--- src/pkg/mac_bank_defs.svh ---
/*
  constants of the multiply-accumulator bank-state controller:
  register select codes, status codes, command values.
  assumes it is included by bare name wherever these are needed.
*/
`ifndef MAC_BANK_DEFS_SVH
`define MAC_BANK_DEFS_SVH

// width of the register select code
`define SEL_W 4
// register select codes seen on the cpu access port
`define SEL_STATUS 4'h0
`define SEL_CONTROL 4'h1
`define SEL_ACC0 4'h2
`define SEL_ACC1 4'h3
`define SEL_ACC2 4'h4
`define SEL_ACC3 4'h5
`define SEL_ACC4 4'h6
`define SEL_OTHER 4'h7

// data bank status codes, status bits 1:0
`define DATA_EMPTY 2'h0
`define DATA_READY 2'h1
`define DATA_DONE 2'h3

// calc bank status codes, status bits 3:2
`define CALC_EMPTY 2'h0
`define CALC_BUSY 2'h2
`define CALC_DONE 2'h3

// status write value that forces a bank swap
`define FORCE_SWAP_VAL 8'h80

// reset values
`define DATA_RST `DATA_EMPTY
`define CALC_RST `CALC_EMPTY
`define BANK_SEL_RST 1'h0

`endif

--- src/pkg/mac_bank_pkg.sv ---
/*
  types of the bank-state controller: the two bank status enums
  and the decode helper for accumulator byte selects.
  assumes mac_bank_defs.svh is on the include path.
*/
`include "mac_bank_defs.svh"

package mac_bank_pkg;

  // data bank status, 10 is never produced
  typedef enum logic [1:0] {
    D_EMPTY = `DATA_EMPTY,
    D_READY = `DATA_READY,
    D_DONE = `DATA_DONE
  } data_state_t;

  // calc bank status, 01 is never produced
  typedef enum logic [1:0] {
    C_EMPTY = `CALC_EMPTY,
    C_BUSY = `CALC_BUSY,
    C_DONE = `CALC_DONE
  } calc_state_t;

  // true for any of the five accumulator byte selects
  function automatic logic is_acc_byte(input logic [`SEL_W-1:0] sel);
    is_acc_byte = (sel >= `SEL_ACC0) && (sel <= `SEL_ACC4);
  endfunction

endpackage

--- src/rtl/bank_event_decode.sv ---
/*
  turns one cpu register access into the bank-level events:
  job loaded, result read, result discarded, forced swap.
  assumes one access per cycle with select, block and last flags valid.
*/
`timescale 1ns/1ps
`default_nettype none
`include "mac_bank_defs.svh"

module bank_event_decode
  import mac_bank_pkg::*;
(
  input wire logic wr,                    // cpu write strobe
  input wire logic rd,                    // cpu read strobe
  input wire logic blk,                   // access belongs to a block transfer
  input wire logic last,                  // final access of the block transfer
  input wire logic [`SEL_W-1:0] sel,      // register select code
  input wire logic [7:0] wdata,           // write data
  output logic load_done,                 // new job fully written
  output logic read_done,                 // result fully read
  output logic discard,                   // write that drops a held result
  output logic force_swap                 // status write of the swap value
);

  // pure decode, the caller registers everything
  always_comb begin
    // block write ending on control or an accumulator byte, or lone top byte write
    load_done = wr && ((blk && last && ((sel == `SEL_CONTROL) || is_acc_byte(sel))) ||
                       (!blk && (sel == `SEL_ACC4)));
    // block read ending on an accumulator byte, or lone top byte read
    read_done = rd && ((blk && last && is_acc_byte(sel)) || (!blk && (sel == `SEL_ACC4)));
    // every write except to the status register counts
    discard = wr && (sel != `SEL_STATUS);
    // only the exact swap value on the status register
    force_swap = wr && (sel == `SEL_STATUS) && (wdata == `FORCE_SWAP_VAL);
  end

endmodule

`default_nettype wire

--- src/rtl/mac_bank_state_control.sv ---
/*
  bank-state controller of the multiply-accumulator: tracks the
  data bank (cpu side) and calc bank (engine side), swaps them and
  starts queued jobs.
  assumes cpu accesses arrive as one-cycle strobes synchronous to clk
  and the engine reports completion with a one-cycle pulse.
*/
`timescale 1ns/1ps
`default_nettype none
`include "mac_bank_defs.svh"

// Behaviour
// empty data, done calc, load: swap, start
// lone top byte write completes a load
// ready data, engine finishes: swap, keep busy
// done data, engine finishes: calc done
// done data, block read ends: data empty
// done data, top byte read: data empty
// done data, non-status write: data empty
// status bits 1:0 carry data code
// status bits 3:2 carry calc code
// empty data, done calc, 80h: swap
// both empty, load: swap, calc busy
// invalid status codes never produced
module mac_bank_state_control
  import mac_bank_pkg::*;
(
  input wire logic clk,                   // system clock, 100 MHz
  input wire logic nrst,                  // async reset, active low
  input wire logic cpu_wr,                // cpu register write strobe
  input wire logic cpu_rd,                // cpu register read strobe
  input wire logic cpu_blk,               // access is part of a block transfer
  input wire logic cpu_last,              // final access of that block transfer
  input wire logic [`SEL_W-1:0] cpu_sel,  // register select code
  input wire logic [7:0] cpu_wdata,       // cpu write data
  input wire logic calc_finish,           // engine finished its job, pulse
  output var data_state_t data_status,    // data bank status code
  output var calc_state_t calc_status,    // calc bank status code
  output logic [3:0] bank_status,         // status register image
  output logic data_bank_sel,             // physical bank now facing the cpu
  output logic bank_swap,                 // banks swapped, pulse
  output logic calc_start                 // engine starts a job, pulse
);

  // decoded cpu events
  logic load_done;   // job written to data bank
  logic read_done;   // result taken by the cpu
  logic discard;     // write drops a held result
  logic force_swap;  // status written with swap value

  // next values of the state group
  data_state_t next_data;      // next data bank status
  calc_state_t next_calc;      // next calc bank status
  logic next_bank_sel;         // next physical bank mapping
  logic next_swap;             // swap happens this cycle
  logic next_start;            // engine start this cycle
  logic engine_done;           // finish pulse qualified by a running job

  // access decode kept apart so the transition logic stays readable
  bank_event_decode u_decode (
    .wr(cpu_wr),
    .rd(cpu_rd),
    .blk(cpu_blk),
    .last(cpu_last),
    .sel(cpu_sel),
    .wdata(cpu_wdata),
    .load_done(load_done),
    .read_done(read_done),
    .discard(discard),
    .force_swap(force_swap)
  );

  // a stray finish while nothing runs is ignored
  assign engine_done = calc_finish && (calc_status == C_BUSY);

  // transition logic: engine first, then cpu discard, then cpu load
  always_comb begin
    next_data = data_status;
    next_calc = calc_status;
    next_swap = 1'h0;
    next_start = 1'h0;
    // engine completion
    if (engine_done) begin
      if (data_status == D_READY) begin
        // queued job follows at once
        next_data = D_DONE;
        next_calc = C_BUSY;
        next_swap = 1'h1;
        next_start = 1'h1;
      end else begin
        // result stays in calc bank
        next_calc = C_DONE;
      end
    end
    // only a result that was already there can be dropped,
    // so a result landing this very cycle survives the access
    if (data_status == D_DONE) begin
      // block read drains result
      // top byte read drains result
      // non-status write drops result
      if (read_done || discard) begin
        next_data = D_EMPTY;
      end
    end
    // job load into an empty data bank
    if (load_done && (next_data == D_EMPTY)) begin
      case (next_calc)
        C_EMPTY: begin
          // idle engine takes the job
          next_calc = C_BUSY;
          next_swap = 1'h1;
          next_start = 1'h1;
        end
        C_BUSY: begin
          // engine busy, job waits
          next_data = D_READY;
        end
        C_DONE: begin
          // old result comes back, job runs
          // top byte write arrives here too
          next_data = D_DONE;
          next_calc = C_BUSY;
          next_swap = 1'h1;
          next_start = 1'h1;
        end
        default: begin
          // stray code falls back to empty
          next_calc = C_EMPTY;
        end
      endcase
    end else if (load_done && (next_data == D_READY)) begin
      // rewriting a queued job keeps it queued
      next_data = D_READY;
    end
    // forced swap hands a finished result to the cpu
    // swap on swap value
    if (force_swap && (data_status == D_EMPTY) && (calc_status == C_DONE) && !load_done) begin
      next_data = D_DONE;
      next_calc = C_EMPTY;
      next_swap = 1'h1;
    end
    // limitation: a load in the same cycle as a result arrival is not queued
  end

  // bank mapping flips on every swap
  always_comb begin
    next_bank_sel = next_swap ? !data_bank_sel : data_bank_sel;
  end

  // state and pulse registers
  always_ff @(posedge clk or negedge nrst) begin
    if (!nrst) begin
      data_status <= D_EMPTY;
      calc_status <= C_EMPTY;
      bank_status <= {`CALC_RST, `DATA_RST};
      data_bank_sel <= `BANK_SEL_RST;
      bank_swap <= 1'h0;
      calc_start <= 1'h0;
    end else begin
      data_status <= next_data;
      calc_status <= next_calc;
      // data code in low bits
      // calc code in high bits
      bank_status <= {next_calc, next_data};
      data_bank_sel <= next_bank_sel;
      bank_swap <= next_swap;
      calc_start <= next_start;
    end
  end

  // checks on the bank behaviour

  chk_no_bad_code: assert property (@(posedge clk) disable iff (!nrst)
    (bank_status[1:0] != 2'h2) && (bank_status[3:2] != 2'h1))
    else $error("invalid bank status code");

  chk_status_image: assert property (@(posedge clk) disable iff (!nrst)
    bank_status == {calc_status, data_status})
    else $error("status image differs from bank state");

  chk_ready_finish: assert property (@(posedge clk) disable iff (!nrst)
    (data_status == D_READY && calc_status == C_BUSY && calc_finish)
    |=> (data_status == D_DONE && calc_status == C_BUSY && bank_swap && calc_start))
    else $error("queued job did not follow completion");

  chk_done_finish: assert property (@(posedge clk) disable iff (!nrst)
    (data_status == D_DONE && calc_status == C_BUSY && calc_finish && !load_done)
    |=> (calc_status == C_DONE && !bank_swap))
    else $error("finish with held result did not mark calc done");

  chk_idle_load: assert property (@(posedge clk) disable iff (!nrst)
    (data_status == D_EMPTY && calc_status == C_EMPTY && load_done)
    |=> (data_status == D_EMPTY && calc_status == C_BUSY && calc_start
         && data_bank_sel != $past(data_bank_sel)))
    else $error("load into idle controller did not start");

  chk_return_load: assert property (@(posedge clk) disable iff (!nrst)
    (data_status == D_EMPTY && calc_status == C_DONE && load_done && !calc_finish)
    |=> (data_status == D_DONE && calc_status == C_BUSY && bank_swap))
    else $error("load over finished calc did not swap");

  chk_top_write: assert property (@(posedge clk) disable iff (!nrst)
    (cpu_wr && !cpu_blk && cpu_sel == `SEL_ACC4 && data_status == D_EMPTY
     && calc_status == C_EMPTY) |=> calc_start)
    else $error("top byte write did not complete a load");

  chk_read_drain: assert property (@(posedge clk) disable iff (!nrst)
    (data_status == D_DONE && read_done) |=> (data_status == D_EMPTY))
    else $error("result read did not empty data bank");

  chk_top_read: assert property (@(posedge clk) disable iff (!nrst)
    (data_status == D_DONE && cpu_rd && !cpu_blk && cpu_sel == `SEL_ACC4)
    |=> (data_status == D_EMPTY))
    else $error("top byte read did not empty data bank");

  chk_write_drop: assert property (@(posedge clk) disable iff (!nrst)
    (data_status == D_DONE && cpu_wr && cpu_sel != `SEL_STATUS && !load_done)
    |=> (data_status == D_EMPTY && (calc_status == $past(calc_status)
         || $past(engine_done))))
    else $error("write did not drop held result");

  // a load right behind the forced swap may legally swap once more
  chk_force_swap: assert property (@(posedge clk) disable iff (!nrst)
    (data_status == D_EMPTY && calc_status == C_DONE && force_swap)
    |=> (data_status == D_DONE && calc_status == C_EMPTY && bank_swap
         ##1 (!bank_swap || $past(load_done))))
    else $error("forced swap failed");

endmodule

`default_nettype wire

--- config.mk ---
export PLATFORM = sky130hd
export DESIGN_NAME = mac_bank_state_control
export DESIGN_NICKNAME = d
export VERILOG_FILES = /design/src/pkg/mac_bank_pkg.sv /design/src/rtl/bank_event_decode.sv /design/src/rtl/mac_bank_state_control.sv
export VERILOG_INCLUDE_DIRS = /design/src /design/src/pkg
export SDC_FILE = /design/constraint.sdc
export NUM_CORES = 1
export LEC_CHECK = 0
export BUFFER_PORTS_ARGS = -buffer_cell sky130_fd_sc_hd__buf_2
export CAP_MARGIN = 20
export CORE_AREA = 4 4 41 43
export CTS_BUF_LIST = sky130_fd_sc_hd__clkbuf_8
export DETAILED_ROUTE_END_ITERATION = 8
export DIE_AREA = 0 0 45 47
export PLACE_DENSITY_LB_ADDON = 0.05
export SETUP_SLACK_MARGIN = 0.1
export SLEW_MARGIN = 15
export SYNTH_ARGS = -nofsm -noshare
export SYNTH_HDL_FRONTEND = slang
export SYNTH_HIERARCHICAL = 1
export SYNTH_SLANG_ARGS = --single-unit
--- constraint.sdc ---
create_clock -name clk -period 1.63 [get_ports clk]
set_input_delay 0.2445 -clock clk [delete_from_list [all_inputs] [get_ports clk]]
set_output_delay 0.2445 -clock clk [all_outputs]
set_load 0.03 [all_outputs]
# Yosys cells after proc, flatten, opt, wreduce, memory -nomap -nowiden
# Cells that the tools add are included.
# totals
input_bits	19
output_inout_bits	11
elab_cells	65
regBits	11
# op_classes
n_eq_ne	10
n_reduce_logical	29
n_lt_le_gt_ge	2
muxes	18
# op_table
operator	count
two-way mux 2 bit	10
logical AND 1 bit	16
== test 2 bit (second input constant)	5
== test 8 bit (second input constant)	1
one-hot mux 2 bit (2 select lines)	2
logical NOT 2 bit	3
two-way mux 1 bit	6
== test 2 x 1 -> 1 bit (second input constant)	2
== test 4 x 1 -> 1 bit (second input constant)	1
== test 4 x 3 -> 1 bit (second input constant)	1
>= comparator 4 x 2 -> 1 bit (second input constant)	1
<= comparator 4 x 3 -> 1 bit (second input constant)	1
logical NOT 4 bit	1
logical OR 1 bit	4
nonzero test 4 bit	1
logical NOT 1 bit	3
OR reduction 2 bit	1

# Longest topological paths before layout
# Gate-level depths: netlist (run 1).
# logic_depth
ltp_word	13
depth_mapped	7
mapped_depth_nobuf	7

# By module
# Netlist (run 1), hierarchy kept.
# modules_own_cells
mod	seq_area_each_um2	instances	area_each_um2	cells_per_inst
mac_bank_state_control	175.2	1	401.6	40
bank_event_decode	0.0	1	117.6	16

# Worst setup path before layout (run 1)
# OpenSTA, ideal clock, no wires.
# synth_path
path_type	input-to-reg
start	input cpu_sel[0]
end	register data_bank_sel
path_slack_ns	-0.102
path_buffers	0
t_arrival_ns	1.598
setup_ns	0.135
required_time_ns	1.495
cell_stages	7
path_cell_list	or2_4 > a21oi_1 > nor4b_1 > and4bb_1 > o21ai_1 > o21ai_2 > xor2_1
# synth_between
elab_cells_between_ends	29
cone_classes	order compare (2); eq/ne (2); mux (4); reduce/logical (21)
# synth_lines
element	line_no	text
from (decl)	mac_bank_state_control.sv:34	input wire logic [`SEL_W-1:0] cpu_sel,
>= comparator 4 x 2 -> 1 bit (no source line) / <= comparator 4 x 3 -> 1 bit (equally long branches)	-	
logical AND 1 bit	mac_bank_pkg.sv:26	is_acc_byte = (sel >= `SEL_ACC0) && (sel <= `SEL_ACC4);
logical OR 1 bit	bank_event_decode.sv:28	load_done = wr && ((blk && last && ((sel == `SEL_CONTROL) || is_acc_byte(sel))) ||
logical AND 1 bit	bank_event_decode.sv:28	
logical OR 1 bit *	bank_event_decode.sv:28	
logical AND 1 bit *	bank_event_decode.sv:28	
net load_done	mac_bank_state_control.sv:46	logic load_done;
logical AND 1 bit / logical NOT 1 bit (equally long branches)	mac_bank_state_control.sv:106, mac_bank_state_control.sv:137	
two-way mux 1 bit / logical AND 1 bit (equally long branches)	mac_bank_state_control.sv:106, mac_bank_state_control.sv:137	
two-way mux 1 bit *	mac_bank_state_control.sv:137	if (force_swap && (data_status == D_EMPTY) && (calc_status == C_DONE) && !load_done) begin
net next_swap	mac_bank_state_control.sv:55	logic next_swap;
to (signal assigned)	mac_bank_state_control.sv:156	data_bank_sel <= `BANK_SEL_RST;
to (signal assigned)	mac_bank_state_control.sv:165	data_bank_sel <= next_bank_sel;
to (decl)	mac_bank_state_control.sv:40	output logic data_bank_sel,
# The timed path passes the listed nets; every way through them passes the cells marked *.
# A chain may end at the register's enable or synchronous reset.

# Worst setup path in the final report (run 1)
# layout_path
start	input cpu_sel[0]
end	register calc_start
# layout_between
elab_cells_between_ends	21
cone_classes	order compare (2); eq/ne (2); mux (3); reduce/logical (14)
# layout_lines
element	line_no	text
nonzero test 4 bit (no source line)	-	
logical AND 1 bit	bank_event_decode.sv:33	discard = wr && (sel != `SEL_STATUS);
net discard	mac_bank_state_control.sv:48	logic discard;
logical OR 1 bit	mac_bank_state_control.sv:101	if (read_done || discard) begin
two-way mux 2 bit	mac_bank_state_control.sv:101	
two-way mux 2 bit	mac_bank_state_control.sv:97	if (data_status == D_DONE) begin
logical NOT 2 bit	mac_bank_state_control.sv:106	if (load_done && (next_data == D_EMPTY)) begin
logical AND 1 bit	mac_bank_state_control.sv:106	
two-way mux 1 bit	mac_bank_state_control.sv:106	
net next_start	mac_bank_state_control.sv:56	logic next_start;
to (signal assigned)	mac_bank_state_control.sv:167	calc_start <= next_start;
to (decl)	mac_bank_state_control.sv:42	output logic calc_start
# The timed path passes the listed nets, and every way through them passes these cells.

==> results of run 1 <==
==> synth_stat cells <==
| cell type | instances | area (um2) |
|---|---|---|
| or3_1 | 1 | 6.26 |
| o2111ai_1 | 1 | 8.76 |
| nor4_1 | 1 | 6.26 |
| nand3_1 | 1 | 5.00 |
| buf_4 | 5 | 37.5 |
| a31o_2 | 1 | 8.76 |
| o21ai_0 | 4 | 20.0 |
| o211ai_1 | 1 | 7.51 |
| and4bb_1 | 1 | 12.5 |
| nor2_1 | 2 | 7.51 |
| nor4_2 | 1 | 12.5 |
| nor4b_1 | 1 | 8.76 |
| o211a_1 | 1 | 10.0 |
| nor3_1 | 1 | 5.00 |
| nand4b_1 | 1 | 8.76 |
| o21ai_2 | 2 | 17.5 |
| nor2_2 | 1 | 6.26 |
| xor2_1 | 1 | 8.76 |
| and3_1 | 1 | 6.26 |
| o31a_2 | 1 | 10.0 |
| nand2_1 | 5 | 18.8 |
| and3b_2 | 1 | 10.0 |
| a21boi_0 | 1 | 7.51 |
| dfrtp_1 | 7 | 175 |
| nand2b_1 | 3 | 18.8 |
| o221ai_1 | 1 | 8.76 |
| mux2_4 | 1 | 15.0 |
| o21ai_1 | 1 | 5.00 |
| or2_4 | 1 | 8.76 |
| a21o_1 | 1 | 7.51 |
| a21oi_1 | 3 | 15.0 |
| nor2b_1 | 1 | 6.26 |
| and4_1 | 1 | 8.76 |
==> layer usage <==
layer	track usage	routed length (um)
met1	0.134	508
met2	0.294	751
met3	0.0345	78
met4	0.0877	26
met5	0	0
==> logic make-up after synthesis <==
kind of cell	Yosys count	share of synthesized area
DFF	7	0.337
muxes	1	0.0289
and+or+nand+nor	24	0.301
AOI/OAI and AO/OA	18	0.243
buffers and inverters	5	0.0723
xor gates and xnor gates	1	0.0169
==> stage by stage <==
step                hold slack (ns)  total power [uW]  TNS [ns]  setup WS, ns
CTS                           0.373              1120         0         0.163
global placement             0.0793               876    -0.155       -0.0740
detailed placement           0.0803               883    -0.166       -0.0749
floorplan                   -0.0511               752         0         0.107
finish                        0.386              1110         0         0.154
global route                  0.415              1180         0        0.0647
==> power groups by stage <==
stage,registers (uW),clock network [uW],logic (uW)
floorplan,428,0,325
global route,349,249,580
CTS,337,239,546
finish,335,233,540
detailed placement,339,0,543
global placement,336,0,540
==> worst max-delay path by stage <==
stage / startpoint / end / slack (ns)
detailed placement: cpu_sel[0] / data_bank_sel / -0.07
global route: cpu_wdata[1] / bank_status[3] / 0.06
CTS: cpu_sel[0] / data_bank_sel / 0.16
floorplan: cpu_sel[0] / data_bank_sel / 0.11
finish: cpu_sel[0] / calc_start / 0.15
global placement: cpu_sel[0] / data_bank_sel / -0.07
==> worst reg2reg max path: stages, from the launching register on <==
cell and delay (ns):
dfrtp_1 0.51, and4bb_1 0.28, o21ai_2 0.15, o21ai_2 0.09, xor2_1 0.14
==> area by class of cell <==
class / instances / area [um2] / share of cell area
Tap cell: 15 / 18.8 / 0.0253
Clock buffer: 3 / 41.3 / 0.0557
Sequential cell: 7 / 175 / 0.236
Timing Repair Buffer: 34 / 185 / 0.250
Clock inverter: 1 / 3.75 / 0.00507
Multi-Input combinational cell: 44 / 317 / 0.427
==> sequential cells by signal, summed over array words and instances (netlist names) <==
register / count
bank_status: 4
bank_swap: 1
calc_start: 1
data_bank_sel: 1
==> repair_timing <==
action,in CTS,in global routing
hold buffers,1,0
gates resized for setup,0,1
hold endpoints to repair,7,0
setup endpoints to repair,0,2
==> results.tsv, run 1 <==
stage	metric	value	unit
finish	fillers	131	
routing	drtPass1Iterations	1	
finish	finalNetCount	109	
routing	drt_iter0_markers	0	
sta	hold_violations	0	
critical_path	end_kind	flip-flop	
finish	antenna_cells	0	
finish	area_growth	42.7	%
global_routing	grt_overflow_total	0	
routing	wl	1.37	mm
die	die-area	0.00212	mm2
synthesis	netlist_instances	56	
routing	drc	0	
critical_path	cp_top_family	compound AO/OA/AOI/OAI gates	
sta	timing.final.crit_period	1.48	ns
global_routing	grt_pass1_wl	2.19	mm
pwr	p_sw	516	uW
critical_path	ff2ff_setup_slack	0.34	ns
synthesis	syn_area	519	um2
clocking	post_cts_buffers	0	
finish	mostFrequentLayoutCells	buf_2 (29), dfrtp_1 (7), nand2_1 (5)	
critical_path	crit_type	primary input to flip-flop	
clocking	cts_tree	yes	
critical_path	slowest_stage	o31a_2	
die	rows	13	
critical_path	reg2reg_from	bank_status[0]	
synthesis	ys_warn_count	6	
die	io_pins	30	
routing	wl_per_cell	13.1	um
critical_path	cp.arrival	1.58	ns
flow_run	maxCapViolCount	0	
worst_hold_path	hold_path_class	primary input to asynchronous set/reset pin	
critical_path	reg2reg_to	data_bank_sel	
pwr	vdd.ir_drop.worst	0.365	mV
clocking	clockBufferDepth	2	
clocking	cts-buffers-inserted	3	
critical_path	worst-path-buf-inv	1	
sta	max_clock_freq	678	MHz
pwr	leakage	0.000376	uW
sta	finalMaxSlewViolations	0	
sta	worst_pin_slew	0.312	ns
sta	relSlewSlack	0.792	
placed_design	portBuffers	29	
placed_design	placed_area	686	um2
clocking	ctsRootBufferMaster	clkbuf_8	
pwr	p_sw_frac	0.465	
critical_path	crit_path_start_kind	primary input	
synthesis	syn-num-nets	75	
placed_design	gp_congestion	0.735	
finish	stdcell_area	741	um2
die	fp.dieH	47	um
critical_path	r2r_cells	4	
routing	vias	544	
sta	fin_crit_sh	0.905	
pwr	cellPowerDensity	1500	mW/mm2
clocking	htreeDepth	1	
critical_path	cp_max_fo	4	
routing	vias_per_cell	5.23	
finish	instances_no_fill	104	
critical_path	worstPathCellList	buf_2 -> or2_4 -> o31a_2 -> o211a_1 -> o21ai_2 -> nor2_1 -> a21o_1	
die	coreArea	0.00130	mm2
global_routing	grt_pass1_vias	560	
routing	ant_nets	0	
global_routing	grt_usage	0.148	
clocking	cts_num_sinks	7	
die	initial_utilization	0.399	
sta	fin_skew	0.00227	ns
placed_design	place_inst	99	
synthesis	postSynthAreaPerCell	9.27	um2
pwr	pwr-share-comb	0.487	
pwr	seqPwrFrac	0.302	
global_routing	grt_max_degree	12	
die	die_w	45	um
synthesis	ys_seq_area_frac	0.337	
synthesis	synth-seq-cells	7	
sta	finalSetupViolCount	0	
critical_path	critical_path_depth	7	
finish	postLayoutCoreUtil	0.569	
critical_path	cp_data_required_time	1.73	ns
clocking	clk_pin_slew	0.04	ns
placed_design	hpwl	1.15	mm
finish	layout-drive-gt1-share	0.528	
pwr	p_clk_frac	0.211	
critical_path	cp_slowest_stage_delay	0.30	ns
outcome	status	finished, final reports clean	
sta	rsz0062_at_grt	yes	
global_routing	grt_antenna_before_repair	0	
finish	final_common_cell	buf_2	
pwr	p_int	593	uW
clocking	insertion_delay	0.23	ns
synthesis	synth.distinct_cells	33	
Note: power is estimated with default switching activity, not from simulation.
==> run 2: changes to the inputs <==
- PLACE_DENSITY: unset -> 0.77
- PLACE_DENSITY_LB_ADDON: 0.05 -> unset
==> run 2 against run 1 <==
  * Critical path depth is 2 higher
  * Combinational power increased by 3%
  * Largest cell class unchanged
  * Worst setup slack worse by 0.040 ns
  * Sequential share of layout area is 0.92 points lower
  * Final area up 4.1%
  * Worst hold slack worse by 0.012 ns
  * Register-to-register slack worse by 0.03 ns
  * First-iteration DRC count rose by 9
  * Core utilization increased by 2.3 points
  * Sequential power is essentially flat
  * Via count grew 3.7%
  * Highest routed layer unchanged
==> results.tsv, run 2 (synthesis gave the netlist of run 1 again) <==
stage	metric	value	unit	change
global_routing	grt_antenna_before_repair	0		unchanged
critical_path	cp_top_family	simple AND/OR/NAND/NOR gates		was compound AO/OA/AOI/OAI gates
critical_path	worst-path-buf-inv	2		was 1
finish	stdcell_area	771	um2	was 741 um2
outcome	status	finished, final reports clean		unchanged
pwr	vdd.ir_drop.worst	0.386	mV	was 0.365 mV
critical_path	cp_data_required_time	1.73	ns	about the same
placed_design	portBuffers	29		unchanged
finish	finalNetCount	110		was 109
sta	hold_slack	0.374	ns	was 0.386 ns
critical_path	worstPathCellList	buf_6 -> buf_6 -> nand3_2 -> o211ai_1 -> nor4b_2 -> and4bb_1 -> o21ai_2 -> o21ai_2 -> xor2_1		was buf_2 -> or2_4 -> o31a_2 -> o211a_1 -> o21ai_2 -> nor2_1 -> a21o_1
routing	drt_iter0_markers	9		was 0
clocking	cts-buffers-inserted	3		unchanged
clocking	clk_pin_slew	0.04	ns	about the same
global_routing	grt_pass1_vias	507		was 560
finish	area_growth	48.4	%	was 42.7%
clocking	cts_tree	yes		unchanged
die	coreArea	0.00130	mm2	unchanged
finish	fillers	130		was 131
sta	fin_ws	0.114	ns	was 0.154 ns
flow_run	maxCapViolCount	0		unchanged
clocking	insertion_delay	0.23	ns	about the same
finish	multi_input_area	329	um2	was 317 um2
sta	rsz0062_at_grt	yes		unchanged
routing	vias	564		was 544
placed_design	place_worst_setup_slack	-0.0964	ns	was -0.0749 ns
routing	drc	0		unchanged
global_routing	grt_usage	0.133		was 0.148
placed_design	gp_congestion	0.766		was 0.735
finish	final_common_cell	buf_2		unchanged
critical_path	crit_path_start_kind	primary input		unchanged
routing	wl	1.36	mm	was 1.37 mm
finish	largest_register	bank_status		unchanged
critical_path	cp.arrival	1.62	ns	was 1.58 ns
sta	fin_tns_setup	0	ns	unchanged
routing	wl_per_cell	13.0	um	was 13.1 um
critical_path	ff2ff_setup_slack	0.31	ns	was 0.34 ns
global_routing	grt_max_degree	12		unchanged
sta	finalSetupViolCount	0		unchanged
clocking	htreeDepth	1		unchanged
clocking	ctsRootBufferMaster	clkbuf_8		unchanged
sta	worst_pin_slew	0.294	ns	was 0.312 ns
die	rows	13		unchanged
finish	layout-drive-gt1-share	0.544		was 0.528
critical_path	cp_slowest_stage_delay	0.30	ns	about the same
critical_path	cp_max_fo	2		was 4
critical_path	end_kind	flip-flop		unchanged
die	die-area	0.00212	mm2	unchanged
die	io_pins	30		unchanged
sta	hold_violations	0		unchanged
global_routing	grt_pass1_wl	2.02	mm	was 2.19 mm
critical_path	crit_type	primary input to flip-flop		unchanged
sta	relSlewSlack	0.804		was 0.792
finish	register_area	175	um2	unchanged
global_routing	grt_overflow_total	0		unchanged
finish	mostFrequentLayoutCells	buf_2 (28), dfrtp_1 (7), nand2_1 (5)		was buf_2 (29), dfrtp_1 (7), nand2_1 (5)
sta	fin_skew	0.000764	ns	was 0.00227 ns
placed_design	place_inst	99		unchanged
finish	antenna_cells	0		unchanged
sta	max_clock_freq	660	MHz	was 678 MHz
routing	drtPass1Iterations	4		was 1
sta	finalMaxSlewViolations	0		unchanged
die	fp.dieH	47	um	unchanged
routing	ant_nets	0		unchanged
critical_path	slowest_stage	nor4b_2		was o31a_2
worst_hold_path	hold_path_class	primary input to asynchronous set/reset pin		unchanged
pwr	leakage	0.000386	uW	was 0.000376 uW
sta	fin_crit_sh	0.930		was 0.905
clocking	clockBufferDepth	2		unchanged
finish	largest_reg_flops	4		unchanged
die	initial_utilization	0.399		unchanged
finish	instances_no_fill	105		was 104
placed_design	hpwl	1.04	mm	was 1.15 mm
placed_design	placed_area	686	um2	unchanged
pwr	cellPowerDensity	1460	mW/mm2	was 1500 mW/mm2
routing	vias_per_cell	5.37		was 5.23
clocking	cts_num_sinks	7		unchanged
die	die_w	45	um	unchanged
sta	timing.final.crit_period	1.52	ns	was 1.48 ns
run 2: repair_timing:
action,in CTS,in global routing
endpoints found under the setup margin,0,3
hold buffers,1,0
buffers inserted,0,1
endpoints found under the hold margin,7,0
gates resized for setup,0,5
run 2: report_power, final:
part / internal (uW) / switching (uW)
sequential: 233 / 99.8
combinational: 200 / 354
clock: 163 / 74.1
run 2: final timing paths:
path,to,cells after the start,startpoint
max in group asynchronous,bank_status[2],2,nrst
min,data_bank_sel,2,nrst
min reg2reg,data_bank_sel,1,data_bank_sel
min in group clk,bank_status[2],3,calc_finish
max reg2reg,data_bank_sel,4,bank_status[0]
max,data_bank_sel,9,cpu_sel[0]
run 2: through the flow:
step / power (uW) / util
after floorplan: 752 / -
after global placement: 863 / 0.527
after detailed placement: 876 / 0.527
after CTS: 1120 / 0.569
after global routing: 1190 / 0.592
final: 1120 / 0.592
run 2: metal layers:
layer	wire [um]	GRT usage	vias to the layer above
li1	-	-	276
met1	522	0.147	270
met2	737	0.232	15
met3	78	0.0268	3
met4	26	0.0877	0
met5	0	0	-
run 2: final cells by class:
cell class                      count  share of cell area
Tap cell                           15              0.0244
Clock buffer                        3              0.0536
Multi-Input combinational cell     44               0.427
Clock inverter                      1             0.00487
Sequential cell                     7               0.227
Timing Repair Buffer               35               0.263
